===== config.mk =====
export PLATFORM = sky130hd
export DESIGN_NAME = ulms_status_regs
export DESIGN_NICKNAME = d
export VERILOG_FILES = /design/src/logic/ulms_pkg.sv /design/src/logic/ulms_status_regs.sv
export VERILOG_INCLUDE_DIRS = /design/src /design/src/logic
export SDC_FILE = /design/constraint.sdc
export NUM_CORES = 1
export LEC_CHECK = 0
export ABC_AREA = 1
export BUFFER_PORTS_ARGS = -buffer_cell sky130_fd_sc_hd__buf_2
export CAP_MARGIN = 20
export CELL_PAD_IN_SITES_DETAIL_PLACEMENT = 1
export CELL_PAD_IN_SITES_GLOBAL_PLACEMENT = 2
export CORE_ASPECT_RATIO = 1.5
export CORE_MARGIN = 8
export CORE_UTILIZATION = 30
export CTS_CLUSTER_DIAMETER = 150
export DETAILED_ROUTE_END_ITERATION = 8
export PLACE_DENSITY_LB_ADDON = 0.1
export SKIP_LAST_GASP = 1
export SLEW_MARGIN = 10
export SYNTH_ARGS = -nofsm -noshare
export SYNTH_HDL_FRONTEND = slang
export SYNTH_SLANG_ARGS = --single-unit
export TNS_END_PERCENT = 5

===== constraint.sdc =====
create_clock -name i_clk_sys -period 1.06 [get_ports i_clk_sys]
set_input_delay 0.212 -clock i_clk_sys [delete_from_list [all_inputs] [get_ports i_clk_sys]]
set_output_delay 0.212 -clock i_clk_sys [all_outputs]
set_load 0.005 [all_outputs]

===== src/logic/ulms_defines.svh =====
/*
 * Offsets, field positions and reset values of the line and modem status block.
 * Assumes a byte-addressed register port of eight address bits.
 */
`ifndef ULMS_DEFINES_SVH
`define ULMS_DEFINES_SVH

// -----------------------------------------------------------------------------
// register offsets
// -----------------------------------------------------------------------------
`define ULMS_AW 8
`define ULMS_OFF_MCTL 8'h10
`define ULMS_OFF_LSR 8'h14
`define ULMS_OFF_MSR 8'h18
`define ULMS_OFF_SCR 8'h1c
`define ULMS_OFF_CTRL 8'h40

// -----------------------------------------------------------------------------
// reset values
// -----------------------------------------------------------------------------
`define ULMS_RST_BYTE 8'h00
`define ULMS_RST_PINS 4'hf
`define ULMS_RST_NONE 4'h0

// -----------------------------------------------------------------------------
// modem control fields
// -----------------------------------------------------------------------------
`define ULMS_MC_DTR 0
`define ULMS_MC_RTS 1
`define ULMS_MC_AUX_OUTPUT_ONE 2
`define ULMS_MC_AUX_OUTPUT_TWO 3
`define ULMS_MC_LOOP 4
`define ULMS_MC_W 5
`define ULMS_MC_PINS 3

// -----------------------------------------------------------------------------
// block control fields
// -----------------------------------------------------------------------------
`define ULMS_CT_FIFO 0
`define ULMS_CT_PAR 1
`define ULMS_CT_PEMPTY 2
`define ULMS_CT_RDA_EN 3
`define ULMS_CT_THR_EN 4
`define ULMS_CT_RLS_EN 5
`define ULMS_CT_W 6

// -----------------------------------------------------------------------------
// modem vector order and status field positions
// -----------------------------------------------------------------------------
`define ULMS_MV_CTS 0
`define ULMS_MV_DSR 1
`define ULMS_MV_RI 2
`define ULMS_MV_DCD 3
`define ULMS_LS_HOLDING_EMPTY_FLAG 5
`define ULMS_LS_DR 0
`define ULMS_MS_LVL_HI 7
`define ULMS_MS_LVL_LO 4
`define ULMS_ERR_SOLE 5'd1

`endif


===== src/logic/ulms_pkg.sv =====
/*
 * Types shared by the line and modem status block.
 * Assumes the receive and transmit paths report their events on the system clock.
 */
package ulms_pkg;

    // receive path report, same clock domain
    typedef struct packed {
        logic arrive;
        logic arr_pe;
        logic arr_fe;
        logic arr_bi;
        logic head_adv;
        logic head_pe;
        logic head_fe;
        logic head_bi;
        logic nonempty;
        logic full;
        logic [4:0] err_count;
    } ulms_rx_type;

    // transmit path report, same clock domain
    typedef struct packed {
        logic write;
        logic drained;
        logic buf_empty;
        logic buf_full;
        logic shift_empty;
    } ulms_tx_type;

    // active-low modem inputs
    typedef struct packed {
        logic dcd_n;
        logic ri_n;
        logic dsr_n;
        logic cts_n;
    } ulms_min_type;

    // active-low modem outputs
    typedef struct packed {
        logic aux_output_two_n;
        logic aux_output_one_n;
        logic rts_n;
        logic dtr_n;
    } ulms_mout_type;

    // interrupt request levels
    typedef struct packed {
        logic line_status;
        logic rx_data;
        logic holding_empty;
    } ulms_irq_type;

    // whole state of the block
    typedef struct packed {
        logic [7:0] scratch;
        logic [4:0] mctl;
        logic [5:0] ctrl;
        logic [3:0] s1;
        logic [3:0] s2;
        logic [3:0] s3;
        logic [3:0] pin_st;
        logic [3:0] prev_eff;
        logic [3:0] delta;
        logic oe;
        logic pe;
        logic fe;
        logic bi;
        logic fifo_err;
        logic transmitter_empty_flag;
        logic holding_empty_flag;
        logic [7:0] rdata;
        logic [3:0] mout;
        logic [2:0] irq;
    } ulms_state_type;

endpackage : ulms_pkg


===== src/logic/ulms_status_regs.sv =====
/*
 * Line status, modem status, modem control and scratch registers of a UART.
 * Assumes receive/transmit FIFOs and the receiver report events on i_clk_sys;
 * modem pins are asynchronous and are synchronised here.
 */
`timescale 1ns/100ps
`include "ulms_defines.svh"

module ulms_status_regs (
    // clock and reset
    input wire logic i_clk_sys,
    input wire logic i_nrst,
    // register port
    input wire logic [`ULMS_AW-1:0] i_addr,
    input wire logic [7:0] i_wdata,
    input wire logic i_wr,
    input wire logic i_rd,
    output logic [7:0] o_rdata,
    // receive and transmit path reports
    input wire ulms_pkg::ulms_rx_type i_rx,
    input wire ulms_pkg::ulms_tx_type i_tx,
    // modem pins
    input wire ulms_pkg::ulms_min_type i_min,
    output ulms_pkg::ulms_mout_type o_mout,
    // control levels and interrupt requests
    output logic o_fifo_en,
    output logic o_loopback,
    output ulms_pkg::ulms_irq_type o_irq
);
    import ulms_pkg::*;

    // -------------------------------------------------------------------------
    // helpers
    // -------------------------------------------------------------------------
    // register decode, shared by reads, writes and checks
    function automatic logic ulms_hit(input logic [`ULMS_AW-1:0] a,
                                      input logic [`ULMS_AW-1:0] off);
        ulms_hit = (a == off);
    endfunction : ulms_hit

    // modem levels in asserted-high form, order dcd, ri, dsr, cts
    function automatic logic [3:0] ulms_eff(input logic [`ULMS_MC_W-1:0] mc,
                                            input logic [3:0] pins);
        if (mc[`ULMS_MC_LOOP]) begin
            ulms_eff = {mc[`ULMS_MC_AUX_OUTPUT_TWO], mc[`ULMS_MC_AUX_OUTPUT_ONE],
                        mc[`ULMS_MC_DTR], mc[`ULMS_MC_RTS]};
        end else begin
            ulms_eff = ~pins;
        end
    endfunction : ulms_eff

    // change detect; ring counts only one edge direction
    function automatic logic [3:0] ulms_chg(input logic [3:0] eff,
                                            input logic [3:0] prev,
                                            input logic loop);
        logic [3:0] c;
        c = eff ^ prev;
        if (loop) begin
            c[`ULMS_MV_RI] = ~eff[`ULMS_MV_RI] & prev[`ULMS_MV_RI];
        end else begin
            c[`ULMS_MV_RI] = eff[`ULMS_MV_RI] & ~prev[`ULMS_MV_RI];
        end
        ulms_chg = c;
    endfunction : ulms_chg

    // -------------------------------------------------------------------------
    // state
    // -------------------------------------------------------------------------
    ulms_state_type state_r;
    ulms_state_type state_nxt;

    // next-state logic for every register of the block
    always_comb begin
        logic lsr_rd;
        logic msr_rd;
        logic fifo_en;
        logic par_en;
        logic pempty;
        logic [3:0] eff;
        logic [3:0] stable_diff;
        logic fe_set;
        logic pe_set;
        logic bi_set;
        logic oe_set;
        logic ferr_set;
        logic ferr_clr;
        logic holding_empty_flag_view;
        fe_set = 1'b0;
        pe_set = 1'b0;
        bi_set = 1'b0;
        oe_set = 1'b0;
        lsr_rd = i_rd && ulms_hit(i_addr, `ULMS_OFF_LSR);
        msr_rd = i_rd && ulms_hit(i_addr, `ULMS_OFF_MSR);
        fifo_en = state_r.ctrl[`ULMS_CT_FIFO];
        par_en = state_r.ctrl[`ULMS_CT_PAR];
        pempty = state_r.ctrl[`ULMS_CT_PEMPTY];
        eff = ulms_eff(state_r.mctl, state_r.pin_st);
        stable_diff = state_r.s2 ^ state_r.s3;
        state_nxt = state_r;

        // software writes; scratch has no side effect at all
        if (i_wr && ulms_hit(i_addr, `ULMS_OFF_SCR)) begin
            state_nxt.scratch = i_wdata;
        end
        if (i_wr && ulms_hit(i_addr, `ULMS_OFF_MCTL)) begin
            state_nxt.mctl = i_wdata[`ULMS_MC_W-1:0];
        end
        if (i_wr && ulms_hit(i_addr, `ULMS_OFF_CTRL)) begin
            state_nxt.ctrl = i_wdata[`ULMS_CT_W-1:0];
        end

        // three-stage pin synchroniser; a level counts once stages 2 and 3 agree
        state_nxt.s1 = i_min;
        state_nxt.s2 = state_r.s1;
        state_nxt.s3 = state_r.s2;
        state_nxt.pin_st = (~stable_diff & state_r.s3) | (stable_diff & state_r.pin_st);

        // change flags: set beats the clearing read so no edge is lost
        state_nxt.prev_eff = eff;
        state_nxt.delta = ulms_chg(eff, state_r.prev_eff, state_r.mctl[`ULMS_MC_LOOP])
                        | (state_r.delta & {4{~msr_rd}});

        // output pins held high in loopback
        if (state_r.mctl[`ULMS_MC_LOOP]) begin
            state_nxt.mout = `ULMS_RST_PINS;
        end else begin
            state_nxt.mout = ~state_r.mctl[`ULMS_MC_PINS:0];
        end

        // error flags: fe, pe and bi from head entry with FIFO, arriving character without
        if (fifo_en) begin
            fe_set = i_rx.head_adv & i_rx.head_fe;
            pe_set = i_rx.head_adv & i_rx.head_pe & par_en;
            bi_set = i_rx.head_adv & i_rx.head_bi;
            oe_set = i_rx.arrive & i_rx.full;
        end else begin
            fe_set = i_rx.arrive & i_rx.arr_fe;
            pe_set = i_rx.arrive & i_rx.arr_pe & par_en;
            bi_set = i_rx.arrive & i_rx.arr_bi;
            oe_set = i_rx.arrive & i_rx.nonempty;
        end
        state_nxt.fe = fe_set | (state_r.fe & ~lsr_rd);
        state_nxt.pe = pe_set | (state_r.pe & ~lsr_rd);
        state_nxt.bi = bi_set | (state_r.bi & ~lsr_rd);
        state_nxt.oe = oe_set | (state_r.oe & ~lsr_rd);

        // fifo error: a read clears only the sole remaining bad entry
        ferr_set = i_rx.arrive & (i_rx.arr_fe | i_rx.arr_bi | (i_rx.arr_pe & par_en));
        ferr_clr = lsr_rd && (i_rx.err_count <= `ULMS_ERR_SOLE);
        state_nxt.fifo_err = fifo_en & (ferr_set | (state_r.fifo_err & ~ferr_clr));

        // transmitter states; a data write always wins
        state_nxt.transmitter_empty_flag = ~i_tx.write & i_tx.buf_empty & i_tx.shift_empty;
        // only a drain by transmission sets holding-empty, never a flush
        state_nxt.holding_empty_flag = ~i_tx.write & (i_tx.drained | state_r.holding_empty_flag);
        holding_empty_flag_view = pempty ? i_tx.buf_full : state_r.holding_empty_flag;

        // interrupt request levels
        state_nxt.irq[2] = state_r.ctrl[`ULMS_CT_RLS_EN]
                         & (state_r.oe | state_r.pe | state_r.fe | state_r.bi);
        state_nxt.irq[1] = state_r.ctrl[`ULMS_CT_RDA_EN] & i_rx.nonempty;
        state_nxt.irq[0] = state_r.ctrl[`ULMS_CT_THR_EN] & state_r.holding_empty_flag & ~pempty;

        // read data stands for one cycle after the read strobe
        state_nxt.rdata = `ULMS_RST_BYTE;
        if (i_rd) begin
            case (i_addr)
                `ULMS_OFF_LSR: state_nxt.rdata = {state_r.fifo_err, state_r.transmitter_empty_flag,
                                                  holding_empty_flag_view, state_r.bi, state_r.fe,
                                                  state_r.pe, state_r.oe,
                                                  i_rx.nonempty};
                `ULMS_OFF_MSR: state_nxt.rdata = {eff, state_r.delta};
                `ULMS_OFF_SCR: state_nxt.rdata = state_r.scratch;
                `ULMS_OFF_MCTL: state_nxt.rdata = {3'h0, state_r.mctl};
                `ULMS_OFF_CTRL: state_nxt.rdata = {2'h0, state_r.ctrl};
                default: state_nxt.rdata = `ULMS_RST_BYTE;
            endcase
        end
    end

    // single register bank; synchroniser stages reset to the idle pin level
    always_ff @(posedge i_clk_sys or negedge i_nrst) begin
        if (!i_nrst) begin
            state_r <= '0;
            state_r.s1 <= `ULMS_RST_PINS;
            state_r.s2 <= `ULMS_RST_PINS;
            state_r.s3 <= `ULMS_RST_PINS;
            state_r.pin_st <= `ULMS_RST_PINS;
            state_r.mout <= `ULMS_RST_PINS;
            state_r.prev_eff <= `ULMS_RST_NONE;
        end else begin
            state_r <= state_nxt;
        end
    end

    // -------------------------------------------------------------------------
    // outputs
    // -------------------------------------------------------------------------
    // all from flops
    assign o_rdata = state_r.rdata;
    assign o_mout = state_r.mout;
    assign o_fifo_en = state_r.ctrl[`ULMS_CT_FIFO];
    assign o_loopback = state_r.mctl[`ULMS_MC_LOOP];
    assign o_irq = state_r.irq;

    logic lsr_rd_c;
    logic msr_rd_c;
    assign lsr_rd_c = i_rd && ulms_hit(i_addr, `ULMS_OFF_LSR);
    assign msr_rd_c = i_rd && ulms_hit(i_addr, `ULMS_OFF_MSR);
endmodule : ulms_status_regs


==> results_dict.tcl, run 1 <==
set metrics [dict create \
    yosysWarnings 0 \
    ir_drop_uv 1030 \
    ys_seq_area_frac 0.556 \
    die_area_mm2 0.0134 \
    track_usage 0.125 \
    avgSynthCellArea_um2 9.70 \
    hold_path_depth 2 \
    fin_cells 514 \
    clock_sinks 65 \
    drtAntennaViolNets 0 \
    vias_per_cell 4.47 \
    gp_congestion 0.789 \
    cts_tree "done" \
    portBuffers 59 \
    die_x_um 97.2 \
    cp_max_fo 5 \
    slew_violations 0 \
    cts_buffers 9 \
    antenna_found_initial 0 \
    min_from "i_tx[4]" \
    crit_path_end_kind "output pin" \
    skew_ns 0.00485 \
    grt_pass1_vias 2520 \
    tightest_slew_ns 0.307 \
    synthCells 306 \
    worst_slack_ns -0.156 \
    grt_overflow 0 \
    synth_seq_cells 65 \
    synthTopCellsByArea "dfrtp_1 (38%), dfstp_2 (18%), nand2_1 (7.5%)" \
    drc 0 \
    max_cap_violations 0 \
    p_per_area_mw_per_mm2 1530 \
    period_share 1.15 \
    syn_area_mm2 0.00297 \
    grt_setup_unrepaired "yes" \
    outcome "complete, but fails checks" \
    min_path_type "in2reg" \
    worstHoldEndpoint "state_r[15]$_DFF_PN0_" \
    p_leak_nw 1.93 \
    hpwlAfterDp_um 6450 \
    p_total_w 0.00596 \
    violations "setup timing" \
    postLayoutCoreUtil 0.404 \
    grt_max_degree 39 \
    die_h_um 138 \
    cp-startpoint "o_loopback$_DFFE_PN0P_" \
    setup_viol 14 \
    cp-start-kind "register" \
    yosysTopAreaCell "dfrtp_1" \
    worst-r2r-cell-count 6 \
    drive_gt1_frac 0.431 \
    hold_viol 0 \
    start_util 0.308 \
    synth_nets 350 \
    antenna_cells 0 \
    ioPinCount 61 \
    core_area_mm2 0.00963 \
    routedWlPerCell_um 15.6 \
    slew_headroom 0.795 \
    cts_buffer_depth 2 \
    drtIter0Drc 48 \
    grt_first_pass_wirelength_um 13100 \
    fin_crit_ns 1.22 \
    dpl_worst_slack_ns -0.371 \
    synth.distinct_cells 32 \
    rows 44 \
    h-tree-depth 3 \
    synth_edf_count 0 \
    path_class "reg2out" \
    timing.rr.start "o_loopback$_DFFE_PN0P_" \
    firstDrtPassIters 4 \
    fmax_mhz 822 \
    clock_latency_ns 0.33 \
    via_count 2297 \
    cts_root_buf "clkbuf_16" \
    synth_top_cell_area_share 0.379 \
    nets 438 \
    rrSetupSlack_ns -0.12 \
    cp_data_required_time_ns 0.85 \
    regToRegEndpoint "o_rdata[4]$_DFF_PN0_" \
    worstPathArrival_ns 1.00 \
    drt_wl_total_um 8010 \
    path_clk_slew_ns 0.06 \
    post-place-cells 490 \
    async_flop_share 1.00 \
    syn_to_final_growth_pct 31.2 \
    synth_ff_type "dfrtp_1" \
]
where the power goes:
part / internal, W / leakage (nW) / switching, W
sequential: 0.00264 / 0.786 / 0.0000782
clock: 0.00159 / 0.138 / 0.00108
combinational: 0.000271 / 1.01 / 0.000298
total: 0.00450 / 1.93 / 0.00146
cells by family (layout without fill, tap and decap cells):
family / Yosys count / in the layout / synth area share
AO/OA/AOI/OAI: 42 / 42 / 0.0995
adder cells (fa/ha/maj): 4 / 4 / 0.0135
flip-flops: 65 / 65 / 0.556
AND/OR/NAND/NOR: 141 / 141 / 0.228
buffers and inverters: 51 / 144 / 0.0940
XOR/XNOR: 3 / 3 / 0.00885
synth_stat cells (2+ instances only):
cell      instances
inv_1            26
o21bai_1          3
dfstp_2          20
nor2_4            3
o21ai_1          10
dfrtp_1          45
buf_4            15
nand3_1          37
o22ai_1           2
o21ai_0           3
a21oi_1           3
o21ai_2          17
nor2_2            4
inv_2             5
maj3_1            4
xor2_1            3
nor2_1           26
nand2_2           5
nand2_1          59
buf_6             4
stage by stage:
stage | setup TNS, ns | hold slack [ns] | instance area (um2)
finish | -1.45 | 0.0495 | 3900
global route | -2.81 | 0.0432 | 3900
CTS | -1.97 | 0.0379 | 3880
detailed placement | -8.50 | 0.319 | 3520
global placement | -7.96 | 0.317 | 3520
floorplan | -0.0232 | -0.0836 | 2980
sequential cells by signal, summed over array words and instances (netlist names), named ones only:
register,count
state_r,36
o_rdata,8
state_nxt,8
o_mout,4
o_irq,3
o_fifo_en,1
o_loopback,1
layout by cell type (no fill, tap or decap), drive strengths merged, types with 4 or more instances in the layout:
cell         Yosys  routed
clkbuf           0      10
maj3             4       4
nand2           65      65
nor2            34      34
dfstp           20      20
nand3           39      39
buf             20      92
dlygate4sd3      0       5
dfrtp           45      45
inv             31      34
o21ai           30      30
per-layer routing:
| metal | up-vias | GRT usage | share of wire |
|---|---|---|---|
| li1 | 1152 | - | - |
| met1 | 1105 | 0.133 | 0.40 |
| met2 | 33 | 0.228 | 0.54 |
| met3 | 7 | 0.0341 | 0.036 |
| met4 | 0 | 0.0558 | 0.016 |
| met5 | - | 0 | 0 |
repair_timing:
item,CTS,global route
endpoints found under the setup margin,15,31
resized for setup,3,4
hold buffers,5,0
setup buffers,3,0
hold endpoints to repair,14,0
pin swaps,0,3
cloned,0,0
worst max-delay path by stage:
stage | to | cells past startpoint
after global routing | o_rdata[4]$_DFF_PN0_ | 6
after detailed placement | o_rdata[0]$_DFF_PN0_ | 8
final | o_loopback | 2
after global placement | o_rdata[0]$_DFF_PN0_ | 8
after CTS | o_loopback | 2
after floorplan | state_r[22]$_DFF_PN0_ | 5
critical path, cell delays in order, from the launching register on:
cell	delay, ns
dfrtp_1	0.42
buf_6	0.15
buf_6	0.11
final cells by class:
class,instances,area [um2]
fillers,1125,5740
clock inverters,6,41.3
multi-input cells,190,1070
clock buffers,10,229
inverters,31,116
repair buffers,97,641
flip-flops and latches,65,1650
well taps,115,144
Note: power is estimated with default switching activity, not from simulation.
==> run 2, diff against run 1 <==
--- a/config.mk
+++ b/config.mk
@@ -15,6 +15,7 @@
 export CORE_MARGIN = 8
 export CORE_UTILIZATION = 30
 export CTS_CLUSTER_DIAMETER = 150
+export CTS_CLUSTER_SIZE = 25
 export DETAILED_ROUTE_END_ITERATION = 8
 export PLACE_DENSITY_LB_ADDON = 0.1
 export SKIP_LAST_GASP = 1
@@ -22,4 +23,3 @@
 export SYNTH_ARGS = -nofsm -noshare
 export SYNTH_HDL_FRONTEND = slang
 export SYNTH_SLANG_ARGS = --single-unit
-export TNS_END_PERCENT = 5
==> results_dict.tcl, run 2 (synthesized netlist as in run 1, its figures left out) <==
set metrics [dict create \
    layout_common_cells "nand2_1 (56), buf_2 (56), dfrtp_1 (43), nand3_1 (29), buf_4 (29)" \
    grt_overflow 0 \
    fin_crit_ns 1.23 \
    max_cap_violations 0 \
    slew_violations 0 \
    firstDrtPassIters 4 \
    pwr-share-clk 0.465 \
    power.combinational.fraction 0.096 \
    fillers 1119 \
    cp_max_fo 5 \
    ir_drop_uv 1030 \
    worstPathArrival_ns 1.02 \
    cp_cell_sequence "buf_6 > buf_6" \
    p_leak_nw 1.99 \
    largest_reg_flops 36 \
    drc 0 \
    antenna_found_initial 0 \
    path_common_cell "buf_6" \
    finalSetupTns_ns -1.15 \
    cts_buffer_depth 2 \
    min_path_type "in2reg" \
    start_util 0.308 \
    die_x_um 97.2 \
    worst_path_max_delay_cell "dfrtp_2" \
    tightest_slew_ns 0.351 \
    postLayoutCoreUtil 0.420 \
    cts_root_buf "clkbuf_16" \
    worst_slack_ns -0.171 \
    nets 441 \
    dpl_worst_slack_ns -0.306 \
    slew_headroom 0.766 \
    portBuffers 59 \
    regArea_mm2 0.00165 \
    rows 44 \
    die_h_um 138 \
    cts_tree "done" \
    track_usage 0.128 \
    routedWlPerCell_um 15.7 \
    drt_wl_total_um 8130 \
    antenna_cells 0 \
    crit_path_end_kind "output pin" \
    switching_share 0.247 \
    syn_to_final_growth_pct 36.3 \
    cts_buffers 9 \
    drtIter0Drc 61 \
    setup_viol 13 \
    hpwlAfterDp_um 6310 \
    gp_congestion 0.759 \
    grt_pass1_vias 2578 \
    clock_sinks 65 \
    grt_setup_unrepaired "yes" \
    vias_per_cell 4.50 \
    drtAntennaViolNets 0 \
    internal-power_w 0.00467 \
    cp-start-kind "register" \
    core_area_mm2 0.00963 \
    path_class "reg2out" \
    ioPinCount 61 \
    p_total_w 0.00619 \
    fmax_mhz 813 \
    largest-register "state_r" \
    outcome "complete, but fails checks" \
    critPathMaxStageDelay_ns 0.43 \
    placedInstanceArea_mm2 0.00351 \
    die_area_mm2 0.0134 \
    post-route-cell-area_mm2 0.00405 \
    grt_max_degree 66 \
    h-tree-depth 3 \
    via_count 2325 \
    p_per_area_mw_per_mm2 1530 \
    cp_data_required_time_ns 0.85 \
    switchingPower_w 0.00153 \
    skew_ns 0.00597 \
    grt_first_pass_wirelength_um 13300 \
    pwr-share-seq 0.439 \
    drive_gt1_frac 0.473 \
    path_clk_slew_ns 0.05 \
    period_share 1.16 \
    multiInputGateArea_mm2 0.00116 \
    clock_latency_ns 0.33 \
    violations "setup timing" \
    hold_viol 0 \
]
[run 2: per-stage QoR]
step | cells | hold slack [ns]
floorplan | 306 | -0.0836
global placement | 491 | 0.252
detailed placement | 491 | 0.265
CTS | 514 | 0.0353
global route | 517 | 0.0436
finish | 517 | 0.0468
[run 2: per-layer routing]
metal / vias up / wire, um / part of all wire / global-route usage
met4: 0 / 110 / 0.014 / 0.0558
met2: 35 / 4430 / 0.54 / 0.230
met5: - / 0 / 0 / 0
met1: 1131 / 3280 / 0.40 / 0.136
li1: 1152 / - / - / -
met3: 7 / 311 / 0.038 / 0.0407
[run 2: area by class of cell]
cell class,count,share of cell area
flip-flops and latches,65,0.409
multi-input cells,191,0.288
repair buffers,99,0.165
clock buffers,10,0.0618
well taps,115,0.0356
inverters,31,0.0294
clock inverters,6,0.0121
[run 2: worst paths after layout]
path	from	to	slack (ns)	depth (start not counted)
max reg2reg	o_loopback$_DFFE_PN0P_	o_rdata[5]$_DFF_PN0_	-0.11	6
min reg2reg	state_nxt[40]$_DFF_PN1_	state_nxt[36]$_DFF_PN1_	0.36	0
max in group asynchronous	i_nrst	state_r[34]$_DFF_PN1_	0.32	3
min in group asynchronous	i_nrst	state_r[54]$_DFFE_PN0P_	0.42	3
min	i_tx[4]	state_r[15]$_DFF_PN0_	0.05	2
max	o_loopback$_DFFE_PN0P_	o_loopback	-0.17	2
[run 2: power groups by stage]
| stage | Clock [W] | Sequential (W) | Combinational [W] |
|---|---|---|---|
| 2_1_floorplan | 0 | 0.00273 | 0.000245 |
| 4_1_cts | 0.00298 | 0.00271 | 0.000580 |
| 5_1_grt | 0.00307 | 0.00273 | 0.000669 |
| 3_3_place_gp | 0 | 0.00275 | 0.000531 |
| 3_5_place_dp | 0 | 0.00275 | 0.000542 |
| 6_report | 0.00288 | 0.00272 | 0.000597 |
[run 2: repair_timing]
action,4_1_cts,5_1_grt
gates resized for setup,10,24
cloned,0,1
endpoints found under the hold margin,49,0
pin swaps,2,11
setup buffers,2,2
hold buffers,5,0
endpoints found under the setup margin,13,31
[run 2: worst max-delay path, delay by kind of cell, from the launching register on]
kind	cells	cell delay (ns)
buffers and inverters	2	0.26
flip-flops	1	0.43
==> run 3, diff against run 2 <==
--- a/config.mk
+++ b/config.mk
@@ -18,8 +18,10 @@
 export CTS_CLUSTER_SIZE = 25
 export DETAILED_ROUTE_END_ITERATION = 8
 export PLACE_DENSITY_LB_ADDON = 0.1
+export RECOVER_POWER = 50
 export SKIP_LAST_GASP = 1
 export SLEW_MARGIN = 10
 export SYNTH_ARGS = -nofsm -noshare
 export SYNTH_HDL_FRONTEND = slang
 export SYNTH_SLANG_ARGS = --single-unit
+export TNS_END_PERCENT = 100
==> results_dict.tcl, run 3 (synthesized netlist as in run 1, its figures left out) <==
set metrics [dict create \
    outcome "complete, but fails checks" \
    violations "setup timing" \
    path_clk_slew_ns 0.05 \
    cp_max_fo 5 \
    track_usage 0.128 \
    layout_commonest_cell "nand2_1" \
    gp_congestion 0.759 \
    cts_tree "done" \
    slew_violations 0 \
    worst_slack_ns -0.171 \
    drtIter0Drc 61 \
    min_path_type "in2reg" \
    die_x_um 97.2 \
    setup_viol 13 \
    crit_path_end_kind "output pin" \
    cts_buffers 9 \
    hold_viol 0 \
    tightest_slew_ns 0.585 \
    vias_per_cell 4.50 \
    antenna_found_initial 0 \
    cp-start-kind "register" \
    hpwlAfterDp_um 6310 \
    core_area_mm2 0.00963 \
    worstPathArrival_ns 1.02 \
    grt_pass1_vias 2578 \
    rrSetupSlack_ns -0.11 \
    regToRegEndpoint "o_rdata[5]$_DFF_PN0_" \
    start_util 0.308 \
    grt_overflow 0 \
    die_area_mm2 0.0134 \
    worst_path_max_delay_cell "dfrtp_2" \
    worstHoldEndpoint "state_r[15]$_DFF_PN0_" \
    worst-r2r-cell-count 6 \
    p_total_w 0.00619 \
    path_common_cell "buf_6" \
    skew_ns 0.00597 \
    dpl_worst_slack_ns -0.306 \
    ioPinCount 61 \
    cts_buffer_depth 2 \
    clock_latency_ns 0.33 \
    period_share 1.16 \
    max_cap_violations 0 \
    cp_data_required_time_ns 0.85 \
    critPathMaxStageDelay_ns 0.43 \
    drt_wl_total_um 8140 \
    h-tree-depth 3 \
    hold_path_depth 2 \
    cp_cell_sequence "buf_6 > buf_6" \
    fmax_mhz 813 \
    postLayoutCoreUtil 0.419 \
    path_class "reg2out" \
    p_leak_nw 1.98 \
    via_count 2328 \
    drive_gt1_frac 0.460 \
    timing.rr.start "o_loopback$_DFFE_PN0P_" \
    grt_first_pass_wirelength_um 13300 \
    routedWlPerCell_um 15.7 \
    portBuffers 59 \
    grt_max_degree 66 \
    grt_setup_unrepaired "yes" \
    drc 0 \
    antenna_cells 0 \
    cts_root_buf "clkbuf_16" \
    drtAntennaViolNets 0 \
    die_h_um 138 \
    p_per_area_mw_per_mm2 1530 \
    fin_crit_ns 1.23 \
    largest_reg_flops 36 \
    min_from "i_tx[4]" \
    largest-register "state_r" \
    firstDrtPassIters 4 \
    slew_headroom 0.610 \
    nets 441 \
    ir_drop_uv 1030 \
    cp-startpoint "o_loopback$_DFFE_PN0P_" \
    syn_to_final_growth_pct 35.8 \
    rows 44 \
    layout_common_cells "nand2_1 (56), buf_2 (55), dfrtp_1 (43), nand3_1 (29), buf_4 (28)" \
    clock_sinks 65 \
]
-- run 3: final cells by class --
class,count,area (um2)
inverters,31,119
multi-input cells,191,1160
flip-flops and latches,65,1650
clock inverters,6,48.8
repair buffers,99,653
fillers,1122,5600
clock buffers,10,250
well taps,115,144
-- run 3: critical path: cells and delay by family, from the launching register on --
kind | cells | cell delay [ns]
buffers and inverters | 2 | 0.26
DFF | 1 | 0.43
-- run 3: how the worst max path moves through the flow --
| stage | endpoint | slack [ns] | depth (start not counted) |
|---|---|---|---|
| after global placement | o_rdata[0]$_DFF_PN0_ | -0.32 | 8 |
| after detailed placement | state_r[47]$_DFFE_PN0P_ | -0.31 | 7 |
| final | o_loopback | -0.17 | 2 |
| after CTS | o_loopback | -0.19 | 2 |
| after global routing | o_loopback | -0.20 | 2 |
| after floorplan | state_r[22]$_DFF_PN0_ | -0.009 | 5 |
-- run 3: power by group --
group          switching [W]  internal (W)  total [W]  leakage (nW)
registers          0.0000796       0.00263    0.00271         0.781
logic               0.000310      0.000280   0.000590          1.06
clock network        0.00114       0.00174    0.00288         0.145
total                0.00153       0.00466    0.00619          1.98
-- run 3: per-stage QoR --
step / hold WS (ns) / cells / setup TNS (ns) / cell area [um2]
floorplan: -0.0836 / 306 / -0.0232 / 2980
global placement: 0.252 / 491 / -8.57 / 3510
detailed placement: 0.265 / 491 / -8.69 / 3510
CTS: 0.0353 / 514 / -1.70 / 3930
global route: 0.0815 / 517 / -1.80 / 4030
finish: 0.0672 / 517 / -1.15 / 4030
-- run 3: repair_timing --
item | in CTS | in global routing
endpoints found under the hold margin | 49 | 0
pin swaps | 2 | 11
gates resized for setup | 10 | 24
cloned | 0 | 1
endpoints found under the setup margin | 13 | 31
buffers inserted | 2 | 2
hold buffers | 5 | 0
-- run 3: routing by layer --
layer | global-route usage | part of all wire | vias up
met3 | 0.0407 | 0.038 | 7
met5 | 0 | 0 | -
met1 | 0.136 | 0.40 | 1133
li1 | - | - | 1153
met4 | 0.0558 | 0.014 | 0
met2 | 0.230 | 0.54 | 35
